===== src/rtl/xmalu_pkg.sv =====
// Package for the extended data-memory ALU group: opcodes, flag layout, timing constants.
// Assumes one core clock; data memory addressed with a full section+offset address.
package xmalu_pkg;

  localparam int unsigned DATA_W      = 8;
  localparam int unsigned ADDR_W      = 12;
  localparam int unsigned BIT_SEL_W   = 3;
  localparam int unsigned SKIP_CYCLES = 3;
  localparam int unsigned CYC_CNT_W   = 2;

  localparam logic [7:0]           ALL_ONES   = 8'hFF;
  localparam logic [7:0]           ZERO_BYTE  = 8'h00;
  localparam logic [7:0]           ONE_BYTE   = 8'h01;
  localparam logic [4:0]           NIB_ONE    = 5'h01;
  localparam logic [CYC_CNT_W-1:0] CYC_FIRST  = 2'h1;
  localparam logic [CYC_CNT_W-1:0] CYC_LAST   = 2'(SKIP_CYCLES - 1);

  // Status flag bit positions
  localparam int unsigned FLG_C  = 0;
  localparam int unsigned FLG_AC = 1;
  localparam int unsigned FLG_Z  = 2;
  localparam int unsigned FLG_OV = 3;
  localparam int unsigned FLG_SC = 4;
  localparam int unsigned FLG_CZ = 5;
  localparam int unsigned FLG_W  = 6;

  typedef enum logic [4:0] {
    XMALU_NOP                            = 5'h00,
    XMALU_ROTATE_LEFT_MEM                = 5'h01,
    XMALU_ROTATE_LEFT_TO_WREG            = 5'h02,
    XMALU_ROTATE_LEFT_THRU_CARRY         = 5'h03,
    XMALU_ROTATE_LEFT_THRU_CARRY_TO_WREG = 5'h04,
    XMALU_ROTATE_RIGHT_MEM               = 5'h05,
    XMALU_ROTATE_RIGHT_TO_WREG           = 5'h06,
    XMALU_ROTATE_RIGHT_THRU_CARRY        = 5'h07,
    XMALU_ROTATE_RIGHT_THRU_CARRY_TO_WREG= 5'h08,
    XMALU_SUBTRACT_BORROW_TO_WREG        = 5'h09,
    XMALU_SUBTRACT_BORROW_TO_MEM         = 5'h0A,
    XMALU_SUBTRACT_TO_WREG               = 5'h0B,
    XMALU_SUBTRACT_TO_MEM                = 5'h0C,
    XMALU_DEC_SKIP_ZERO                  = 5'h0D,
    XMALU_DEC_TO_WREG_SKIP_ZERO          = 5'h0E,
    XMALU_INC_SKIP_ZERO                  = 5'h0F,
    XMALU_INC_TO_WREG_SKIP_ZERO          = 5'h10,
    XMALU_SET_ALL_BITS                   = 5'h11,
    XMALU_SET_BIT                        = 5'h12,
    XMALU_SKIP_IF_BIT_SET                = 5'h13,
    XMALU_SKIP_IF_NONZERO                = 5'h14,
    XMALU_SKIP_IF_ZERO                   = 5'h15,
    XMALU_NIBBLE_EXCHANGE                = 5'h16,
    XMALU_NIBBLE_EXCHANGE_TO_WREG        = 5'h17
  } xmalu_op_e;

  typedef enum logic [1:0] {
    XMALU_ST_IDLE  = 2'b00,
    XMALU_ST_DUMMY = 2'b01
  } xmalu_state_e;

  // One issued instruction
  typedef struct packed {
    xmalu_op_e              op;
    logic [ADDR_W-1:0]      addr;
    logic [BIT_SEL_W-1:0]   bit_sel;
  } xmalu_instr_s;

  // Combinational result of one operation
  typedef struct packed {
    logic [DATA_W-1:0] value;
    logic              to_mem;
    logic              to_wreg;
    logic              skip;
    logic [FLG_W-1:0]  flag_mask;
    logic [FLG_W-1:0]  flag_val;
  } xmalu_result_s;

endpackage : xmalu_pkg


===== src/rtl/xmalu_core.sv =====
// Execute stage for the extended data-memory instruction group.
// Assumes memory read data is valid combinationally in the issue cycle and
// the fetch unit holds off issue while busy is high.
//
// Behaviour
// - rotate left, bit seven into bit zero
// - rotate left through carry, only carry changes
// - rotate right, bit zero into bit seven
// - rotate right through carry, only carry changes
// - register-target variants leave memory unwritten
// - subtract with borrow, six flags, optional memory
// - carry cleared on negative, set otherwise
// - plain subtract, register or memory target
// - taken skip lasts three cycles
// - decrement memory, skip when zero
// - decrement into register, skip when zero
// - increment memory, skip on wrap to zero
// - increment into register, skip when zero
// - set byte writes all ones
// - set bit forces one selected bit
// - skip when selected bit is set
// - skip if nonzero, byte rewritten unchanged
// - skip if zero, byte rewritten unchanged
// - nibble swap, register variant keeps memory
// - full address reaches any memory section
`timescale 1ns/10ps
module xmalu_core
  import xmalu_pkg::*;
(
  // Clock and reset
  input  wire logic               clk,
  input  wire logic               resetn,
  // Instruction issue
  input  wire logic               issue_valid,
  input  wire xmalu_instr_s       issue,
  output logic                    busy,
  // Data memory
  output logic      [ADDR_W-1:0]  mem_addr,
  input  wire logic [DATA_W-1:0]  mem_rdata,
  output logic                    mem_we,
  output logic      [DATA_W-1:0]  mem_wdata,
  // Architectural state
  output logic      [DATA_W-1:0]  working_register,
  output logic      [FLG_W-1:0]   status_flags,
  // Sequencing
  output logic                    skip_next,
  output logic                    dummy_cycle
);

  xmalu_result_s    res;
  xmalu_state_e     state_r;
  logic [CYC_CNT_W-1:0] cyc_r;
  logic [DATA_W-1:0] wreg_r;
  logic [FLG_W-1:0]  flags_r;
  logic              mem_we_r;
  logic [DATA_W-1:0] mem_wdata_r;
  logic [ADDR_W-1:0] mem_waddr_r;
  logic              skip_r;
  logic [DATA_W-1:0] sub_diff;
  logic [FLG_W-1:0]  sub_flags;
  logic              sub_borrow;
  logic              sub_chain;
  logic [DATA_W-1:0] bit_mask;
  logic [DATA_W-1:0] dec_val;
  logic [DATA_W-1:0] inc_val;
  logic              go;
  logic              carry;

  assign go    = issue_valid && (state_r == XMALU_ST_IDLE);
  assign carry = flags_r[FLG_C];

  // One-hot bit select for the bit-addressed operations
  genvar gi;
  generate
    for (gi = 0; gi < DATA_W; gi++) begin : g_mask
      assign bit_mask[gi] = (issue.bit_sel == BIT_SEL_W'(gi));
    end
  endgenerate

  assign dec_val = mem_rdata - ONE_BYTE;
  assign inc_val = mem_rdata + ONE_BYTE;

  // Borrow-in is the inverted carry only for the borrow forms
  always_comb begin
    sub_chain  = (issue.op == XMALU_SUBTRACT_BORROW_TO_WREG) ||
                 (issue.op == XMALU_SUBTRACT_BORROW_TO_MEM);
    sub_borrow = sub_chain & ~carry;
  end

  xmalu_subtract u_sub (
    .minuend    (wreg_r),
    .subtrahend (mem_rdata),
    .borrow_in  (sub_borrow),
    .zero_in    (flags_r[FLG_Z]),
    .chain      (sub_chain),
    .diff       (sub_diff),
    .flags      (sub_flags)
  );

  // Operation decode
  always_comb begin
    res           = '0;
    res.flag_mask = '0;
    res.flag_val  = '0;
    case (issue.op)
      XMALU_ROTATE_LEFT_MEM: begin
        res.value  = {mem_rdata[6:0], mem_rdata[7]};
        res.to_mem = 1'b1;
      end
      XMALU_ROTATE_LEFT_TO_WREG: begin
        res.value   = {mem_rdata[6:0], mem_rdata[7]};
        res.to_wreg = 1'b1;
      end
      XMALU_ROTATE_LEFT_THRU_CARRY, XMALU_ROTATE_LEFT_THRU_CARRY_TO_WREG: begin
        res.value           = {mem_rdata[6:0], carry};
        res.to_mem          = (issue.op == XMALU_ROTATE_LEFT_THRU_CARRY);
        res.to_wreg         = ~res.to_mem;
        res.flag_mask[FLG_C] = 1'b1;
        res.flag_val[FLG_C]  = mem_rdata[7];
      end
      XMALU_ROTATE_RIGHT_MEM: begin
        res.value  = {mem_rdata[0], mem_rdata[7:1]};
        res.to_mem = 1'b1;
      end
      XMALU_ROTATE_RIGHT_TO_WREG: begin
        res.value   = {mem_rdata[0], mem_rdata[7:1]};
        res.to_wreg = 1'b1;
      end
      XMALU_ROTATE_RIGHT_THRU_CARRY, XMALU_ROTATE_RIGHT_THRU_CARRY_TO_WREG: begin
        res.value           = {carry, mem_rdata[7:1]};
        res.to_mem          = (issue.op == XMALU_ROTATE_RIGHT_THRU_CARRY);
        res.to_wreg         = ~res.to_mem;
        res.flag_mask[FLG_C] = 1'b1;
        res.flag_val[FLG_C]  = mem_rdata[0];
      end
      XMALU_SUBTRACT_BORROW_TO_WREG, XMALU_SUBTRACT_TO_WREG: begin
        res.value     = sub_diff;
        res.to_wreg   = 1'b1;
        res.flag_mask = '1;
        res.flag_val  = sub_flags;
      end
      XMALU_SUBTRACT_BORROW_TO_MEM, XMALU_SUBTRACT_TO_MEM: begin
        res.value     = sub_diff;
        res.to_mem    = 1'b1;
        res.flag_mask = '1;
        res.flag_val  = sub_flags;
      end
      XMALU_DEC_SKIP_ZERO: begin
        res.value  = dec_val;
        res.to_mem = 1'b1;
        res.skip   = (dec_val == ZERO_BYTE);
      end
      XMALU_DEC_TO_WREG_SKIP_ZERO: begin
        res.value   = dec_val;
        res.to_wreg = 1'b1;
        res.skip    = (dec_val == ZERO_BYTE);
      end
      XMALU_INC_SKIP_ZERO: begin
        res.value  = inc_val;
        res.to_mem = 1'b1;
        res.skip   = (inc_val == ZERO_BYTE);
      end
      XMALU_INC_TO_WREG_SKIP_ZERO: begin
        res.value   = inc_val;
        res.to_wreg = 1'b1;
        res.skip    = (inc_val == ZERO_BYTE);
      end
      XMALU_SET_ALL_BITS: begin
        res.value  = ALL_ONES;
        res.to_mem = 1'b1;
      end
      XMALU_SET_BIT: begin
        res.value  = mem_rdata | bit_mask;
        res.to_mem = 1'b1;
      end
      XMALU_SKIP_IF_BIT_SET: begin
        res.value = mem_rdata;
        res.skip  = |(mem_rdata & bit_mask);
      end
      XMALU_SKIP_IF_NONZERO: begin
        // Rewrite keeps read-sensitive registers behaving as on the real core
        res.value  = mem_rdata;
        res.to_mem = 1'b1;
        res.skip   = (mem_rdata != ZERO_BYTE);
      end
      XMALU_SKIP_IF_ZERO: begin
        res.value  = mem_rdata;
        res.to_mem = 1'b1;
        res.skip   = (mem_rdata == ZERO_BYTE);
      end
      XMALU_NIBBLE_EXCHANGE: begin
        res.value  = {mem_rdata[3:0], mem_rdata[7:4]};
        res.to_mem = 1'b1;
      end
      XMALU_NIBBLE_EXCHANGE_TO_WREG: begin
        res.value   = {mem_rdata[3:0], mem_rdata[7:4]};
        res.to_wreg = 1'b1;
      end
      default: begin
        res.value = ZERO_BYTE;
      end
    endcase
  end

  // Full section address driven straight out, no bank register in the path
  assign mem_addr = go ? issue.addr : mem_waddr_r;

  // Memory write-back registered at the end of the execute cycle
  always_ff @(posedge clk) begin
    if (!resetn) begin
      mem_we_r    <= 1'b0;
      mem_wdata_r <= ZERO_BYTE;
      mem_waddr_r <= '0;
    end else begin
      mem_we_r <= go && res.to_mem;
      if (go && res.to_mem) begin
        mem_wdata_r <= res.value;
        mem_waddr_r <= issue.addr;
      end
    end
  end

  assign mem_we    = mem_we_r;
  assign mem_wdata = mem_wdata_r;

  // Working register
  always_ff @(posedge clk) begin
    if (!resetn) begin
      wreg_r <= ZERO_BYTE;
    end else if (go && res.to_wreg) begin
      wreg_r <= res.value;
    end
  end

  // Status flags, only masked fields move
  always_ff @(posedge clk) begin
    if (!resetn) begin
      flags_r <= '0;
    end else if (go) begin
      flags_r <= (flags_r & ~res.flag_mask) | (res.flag_val & res.flag_mask);
    end
  end

  // Skip sequencer: a taken skip adds dummy cycles to total three
  always_ff @(posedge clk) begin
    if (!resetn) begin
      state_r <= XMALU_ST_IDLE;
      cyc_r   <= '0;
      skip_r  <= 1'b0;
    end else begin
      case (state_r)
        XMALU_ST_IDLE: begin
          skip_r <= go && res.skip;
          if (go && res.skip) begin
            state_r <= XMALU_ST_DUMMY;
            cyc_r   <= CYC_FIRST;
          end
          // Untaken skip stays idle so the next issue follows at once
        end
        XMALU_ST_DUMMY: begin
          skip_r <= 1'b0;
          if (cyc_r == CYC_LAST) begin
            state_r <= XMALU_ST_IDLE;
            cyc_r   <= '0;
          end else begin
            cyc_r <= cyc_r + CYC_FIRST;
          end
        end
        default: begin
          state_r <= XMALU_ST_IDLE;
          cyc_r   <= '0;
          skip_r  <= 1'b0;
        end
      endcase
    end
  end

  assign busy             = (state_r != XMALU_ST_IDLE);
  assign dummy_cycle      = busy;
  assign skip_next        = skip_r;
  assign working_register = wreg_r;
  assign status_flags     = flags_r;

endmodule // xmalu_core


===== src/rtl/xmalu_subtract.sv =====
// Subtractor with full arithmetic flag set for the extended memory ALU group.
// Assumes operands already selected; purely combinational.
`timescale 1ns/10ps
module xmalu_subtract
  import xmalu_pkg::*;
(
  // Operands
  input  wire logic [DATA_W-1:0] minuend,
  input  wire logic [DATA_W-1:0] subtrahend,
  input  wire logic              borrow_in,
  input  wire logic              zero_in,
  input  wire logic              chain,
  // Result
  output logic      [DATA_W-1:0] diff,
  output logic      [FLG_W-1:0]  flags
);

  logic [DATA_W:0] wide;
  logic [4:0]      low;
  logic            ovf;
  logic            zro;

  always_comb begin
    wide = {1'b0, minuend} - {1'b0, subtrahend} - {8'h00, borrow_in};
    low  = {1'b0, minuend[3:0]} - {1'b0, subtrahend[3:0]} - {4'h0, borrow_in};
    diff = wide[DATA_W-1:0];
    ovf  = (minuend[7] != subtrahend[7]) && (diff[7] != minuend[7]);
    zro  = (diff == ZERO_BYTE);
    flags            = '0;
    flags[FLG_C]     = ~wide[DATA_W];      // Borrow clears carry
    flags[FLG_AC]    = ~low[4];
    flags[FLG_Z]     = zro;
    flags[FLG_OV]    = ovf;
    flags[FLG_SC]    = ovf ^ diff[7];
    // Chained zero holds only if the earlier byte was zero too
    flags[FLG_CZ]    = chain ? (zro & zero_in) : zro;
  end

endmodule // xmalu_subtract


===== config.mk =====
export PLATFORM = sky130hd
export DESIGN_NAME = xmalu_core
export DESIGN_NICKNAME = d
export VERILOG_FILES = /design/src/rtl/xmalu_pkg.sv /design/src/rtl/xmalu_core.sv /design/src/rtl/xmalu_subtract.sv
export SDC_FILE = /design/constraint.sdc
export NUM_CORES = 1
export LEC_CHECK = 0
export ABC_CLOCK_PERIOD_IN_PS = 3580
export BUFFER_PORTS_ARGS = -buffer_cell sky130_fd_sc_hd__buf_4
export CAP_MARGIN = 20
export CORE_UTILIZATION = 40
export CTS_BUF_LIST = sky130_fd_sc_hd__clkbuf_8
export DETAILED_ROUTE_END_ITERATION = 16
export HOLD_SLACK_MARGIN = 0.08
export PLACE_DENSITY_LB_ADDON = 0.08
export SYNTH_ARGS = -nofsm -noshare
export SYNTH_HDL_FRONTEND = slang
export SYNTH_SLANG_ARGS = --single-unit

===== constraint.sdc =====
create_clock -name clk -period 3.58 [get_ports clk]
set_input_delay 0.179 -clock clk [delete_from_list [all_inputs] [get_ports clk]]
set_output_delay 0.179 -clock clk [all_outputs]
set_load 0.03 [all_outputs]

* After elaboration in Yosys (flattened, before gate mapping) *
Index checks and enable logic that the tools add are counted.

word-level totals
  flip-flop bits (word level) = 40
  latch bits = 0
  bits in writable memories = 0
  bits in read-only memories = 0
  bits of input ports = 31
  output and inout bits = 38
  logic and storage cells = 109
  memories kept = 0

cells by class
  add/sub/neg operators = 7
  $mul = 0
  div/mod/pow operators = 0
  order comparisons = 0
  equal/unequal tests = 36
  shifts and indexed selects = 0
  mux-type cells = 15
  bitwise operators = 14
  reduce and logical (&&, ||, !) cells = 29

operators by type and width
  cell                                                                 count
  8-bit case mux with 11 select lines                                  1
  5-bit by 4-bit == test with 1-bit output (second input constant)     8
  5-bit == test (second input constant)                                8
  8-bit logical NOT                                                    4
  5-bit by 3-bit == test with 1-bit output (second input constant)     4
  8-bit OR reduction                                                   2
  2-bit OR reduction                                                   7
  6-bit AND                                                            2
  3-bit == test (second input constant)                                4
  12-bit 2-to-1 mux                                                    1
  11-bit OR reduction                                                  1
  5-bit by 2-bit == test with 1-bit output (second input constant)     2
  5-bit 2-to-1 mux                                                     2
  1-bit case mux with 3 select lines                                   3
  8-bit by 8-bit subtractor with 9-bit output                          1
  9-bit by 1-bit subtractor with 9-bit output                          1
  8-bit by 1-bit adder with 8-bit output (second input constant)       1
  8-bit AND                                                            1
  8-bit OR                                                             1
  2-bit case mux with 2 select lines                                   2
  8-bit nonzero test                                                   1
  8-bit by 1-bit subtractor with 8-bit output (second input constant)  1
  7-bit OR reduction                                                   1
  3-bit by 2-bit == test with 1-bit output (second input constant)     2
  26 further kinds                                                     40

* Depth between registers and ports, before layout *
  word-level depth = 10
  mapped depth = 13
  gate-level depth less buffers = 12

* By module *
From an unflattened synthesis, not the netlist that was laid out.

second synthesis, totals
  cells, all modules = 458
  area, all modules = 3570.9 sq um

by module, submodules not included
  module          times used  cells an instance  area each (sq um)  seq. area each (sq um)
  xmalu_core      1           372                2937.8             780.7
  xmalu_subtract  1           86                 633.1              0.0

* Least setup slack after synthesis *
No wires, ideal clock.

  kind = in2reg
  start point = input port issue[17] (netlist bit)
  end point = register mem_wdata_r[6], in the netlist mem_wdata[6]
  data arrival time = 3.031 ns
  data required time = 3.464 ns
  setup slack = 0.433 ns
  stages on the path = 12
  buffers on the path = 3
  path through = buf_4 buf_4 buf_2 or3_1 fa_1 fa_1 nand2b_1 a2111oi_0 nor2_1 xnor2_1 o2111ai_1 o211a_1

between the ends
  longest elaborated chain between the ends = 5
  elaborated cells on any way between the ends = 39

ends and longest elaborated chain
  item                                                                RTL line                                               text
  start: declaration                                                  xmalu_core.sv:35                                       input wire xmalu_instr_s issue,
  5-bit by 4-bit == test with 1-bit output, on equally long branches  xmalu_core.sv:85, xmalu_core.sv:105, xmalu_core.sv:86
  1-bit logical OR                                                    xmalu_core.sv:85                                       sub_chain = (issue.op == XMALU_SUBTRACT_BORROW_TO_WREG) ||
  1-bit AND                                                           xmalu_core.sv:87                                       sub_borrow = sub_chain & ~carry;
  9-bit by 1-bit subtractor with 9-bit output                         xmalu_subtract.sv:24                                   wide = {1'b0, minuend} - {1'b0, subtrahend} - {8'h00, borrow_in};
  8-bit case mux with 11 select lines                                 xmalu_core.sv:105                                      case (issue.op)
  end signal: assignment                                              xmalu_core.sv:217                                      mem_wdata_r <= res.value;
  end: declaration                                                    xmalu_core.sv:56                                       logic [DATA_W-1:0] mem_wdata_r;

Several ways; a longest one is shown, not always the timed one.
A chain may end at the register's enable or synchronous reset.

==> results.md <==
Run status:
- The flow ran to the end, and the final reports show no timing, DRC or antenna violations.

Detailed routing:
- The overall routed net length is 10,400 microns.
- The first detailed-routing pass ran for 5 iterations.
- For this block, the via count after detailed routing is 3,642.
- For this block, the initial DRC count from the detailed router was 256.
- The post-detailed-route DRC marker count is 0.
- The number of vias per cell after detailed routing is 5.84.
- After detailed routing, the average wire length per cell comes to 16.7 microns.
- The detail route stage leaves a number of antenna-violating nets equal to 0.

Worst setup path:
- The critical path goes through or3_1, fa_1, fa_1, nand2b_1, a2111oi_0, nor2_1, xnor2_1, o2111ai_1, o211a_1.
- The classification of the worst setup path is flip-flop to flip-flop.
- The cell that appears most often on the critical path is fa_1.
- The sort of element at the end of the critical path is a flip-flop.
- The arrival time of the worst setup path is 3.40 ns.
- The launching element type of the critical path is a flip-flop.
- In this design, the stage delay of the slowest critical-path cell is 0.61 ns.
- The maximum fanout count along the critical path is 5.
- The worst register-to-register path has a depth of 9.
- Data on the critical path is required at its endpoint by 3.78 ns.
- The standard cell with the maximum stage delay on the critical path is a2111oi_0.

Min path:
- The worst hold path passes through 3 cells.
- The class of the tightest hold or removal check is input port to flip-flop.

Floorplan:
- Row generation in the floorplan step produced 33 rows.
- The die height is 95.8 microns.
- The initial standard-cell utilization of the core is 42.0%.
- The horizontal die dimension is 95.8 microns.
- The region available for standard cell placement spans 8380 sq um.
- The area of the die is 9180 sq um.
- For this design the top-level I/O count stands at 69.

Timing:
- Between clock sinks in the finished design, the worst skew comes to 0.0121 ns.
- The clock period minus final worst setup slack is 3.20 ns.
- Setup violations remaining at the end of the flow were counted as 0.
- After routing, the total negative slack on setup checks comes to 0 ns.
- The number of hold violations in the final report is 0.
- The max-slew violation count is 0.
- The worst-case hold slack is 0.118 ns.
- The post-route fraction of the period consumed by the critical path is 89.4%.
- Setup slack on the critical path of the routed design comes to 0.379 ns.
- In this run the tightest slew margin relative to its limit is 52.1%.
- For the pin with the worst max-slew slack, the measured transition is 0.719 ns.
- Setup repair after global routing left no endpoint under its margin.
- Derived from the worst setup path, the maximum achievable clock frequency is 312 MHz.

Pwr:
- The largest voltage drop on the vdd net is 0.000238 V.
- Power spread over the standard cell area amounts to 336 nW/um^2.
- The leakage power is 1.77 nW.
- The total power is 1.39 mW.

Synthesis:
- The synthesized netlist net count is 527.
- The unique cell type count in the Yosys netlist is 68.
- Each instance of the synthesized netlist takes up on average 7.40 sq um.
- The share of flip-flops with an asynchronous set or reset after synthesis is 0%.
- Yosys instantiated no cell more often than nand2_1.
- After synthesis the netlist holds a flip-flop and latch count of 39.
- The cell area that synthesis handed to floorplanning was 3520 sq um.
- Counting every instance in the synthesized netlist gives 476.
- Yosys printed 0 warnings.
- The number of flops mapped to enable cells by yosys is 0.
- The most frequently used flop master after synthesis is dfxtp_1.
- Yosys attributes the largest share of cell area to dfxtp_1, nand2_1, ha_1, mux2i_1, nor2_1.
- The share of the synthesized area in the top cell type is 22.2%.
- The largest total area in the synthesized netlist belongs to dfxtp_1.
- The commonest cells after synthesis are nand2_1, dfxtp_1, nor2_1.
- Of the synthesized area, sequential elements account for 22.2%.

Layout:
- For this run, the post-layout net count is 569.
- The footprint of the flip-flops and latches is 781 sq um.
- The area added between synthesis and finish is 17.4%.
- The number of fill cells is 854.
- The final non-filler cell area is 4130 sq um.
- Once layout is complete, the cells apart from fillers number 624.
- Of the cells placed in the final design, the portion with a size suffix greater than 1 is 18.7%.
- At the end of the flow the core is filled with cells to 49.3%.
- The repair_antennas step left the layout with diodes totalling 0.
- The area used by multi-input combinational logic is 2440 sq um.

Clocking:
- The clock passes through at most 2 buffers.
- The count of hold buffers inserted by post-cts repair is 0.
- The buffer count from post-CTS setup fixing is 0.
- The clock net sink count is 39.
- The clock-pin slew of the registers on the worst-case setup and hold paths is 0.09 ns.
- The count of H-tree levels built during CTS is 2.
- The total CTS buffers is 5.
- The buffer type at the clock tree root is clkbuf_8.
- For the worst-skew pair, the clock arrives at the later sink with an insertion delay of 0.30 ns.
- TritonCTS built the clock tree.
- In this run, post-CTS repair resized a total of 0 instances.

Global route:
- The number of antenna violations at the first check in global routing came to 0.
- The number of global-route vias before repair is 3,363.
- The pin count of the biggest net entering global routing is 34.
- The total overflow reported by the global router is 0.
- The first global-routing pass estimated 16,800 microns of wire.
- The global router's overall resource usage is 23.6%.

Placed design:
- After legalization and detailed placement, the total HPWL measured 7720 microns.
- The post-place instance area is 4020 sq um.
- At the placement stage, the worst setup path has a slack of 0.178 ns.
- Buffers placed on the I/O ports in this run total 68.
- The weighted congestion at the end of routability-driven global placement is 0.885.
- Including well taps, the total number of placed cells is 616.

Run:
- The tool flagged a number of max-cap violations equal to 0.
layout make-up:
cell class,count,share of cell area (%)
Tap cell,105,3.18
Clock inverter,3,1.06
Multi-Input combinational cell,368,59.1
Inverter,31,2.81
Clock buffer,5,1.66
Timing Repair Buffer,73,13.3
Sequential cell,39,18.9
worst max-delay path: cells and delay by family (launching register included):
| kind | cells | cell delay [ns] |
|---|---|---|
| adder cells (fa/ha/maj) | 2 | 0.84 |
| flip-flops | 1 | 0.35 |
| XOR/XNOR | 1 | 0.25 |
| AND/OR/NAND/NOR | 3 | 0.71 |
| AO/OA/AOI/OAI | 3 | 0.93 |
cell usage in the layout, fill, tap and decap left out, drive strengths merged, types with 3 or more instances in the layout:
cell / n
o22ai: 7
buf: 73
nand2b: 10
nor2: 36
xor2: 4
mux2i: 19
clkbuf: 5
and3: 11
nor3: 13
a31oi: 15
o221ai: 3
nor2b: 5
a21oi: 26
inv: 31
ha: 18
a211oi: 4
nor3b: 5
xnor2: 15
a221o: 3
nor4: 6
a21o: 4
nand3b: 3
dfxtp: 39
a22oi: 3
o21ai: 28
a2111oi: 4
and2: 3
o31ai: 3
nand3: 17
a221oi: 3
o2bb2ai: 3
nand2: 62
where the power goes:
part	leakage (nW)	total, mW	internal, mW	switching [mW]
sequential	0.318	0.476	0.459	0.0174
combinational	1.39	0.533	0.208	0.325
clock	0.0581	0.379	0.208	0.171
total	1.77	1.39	0.875	0.513
cell families (layout without fill, tap and decap cells):
kind of cell	after synthesis	in the layout	synth area share, %
compound gates	131	131	26.4
xor+xnor	19	19	4.94
fa+ha+maj	20	20	7.53
buf+inv	69	112	8.77
flops	39	39	22.2
mux	19	19	5.40
simple gates	179	179	24.8
worst paths after layout:
check	from	to	slack (ns)
worst min-delay path	issue[11]	mem_waddr_r[8]	0.12
worst max register to register	flip-flop	working_register[6]	0.38
worst min register to register	flip-flop	flip-flop	0.47
worst max-delay path	flip-flop	working_register[6]	0.38
routing by layer:
layer | vias to the layer above | track usage [%] | wire, microns
met1 | 1701 | 31.9 | 4730
met2 | 141 | 39.1 | 4840
met3 | 8 | 3.71 | 713
li1 | 1792 | - | -
met4 | 0 | 5.60 | 125
met5 | - | 0 | 0
(Power assumes the default switching activity.)
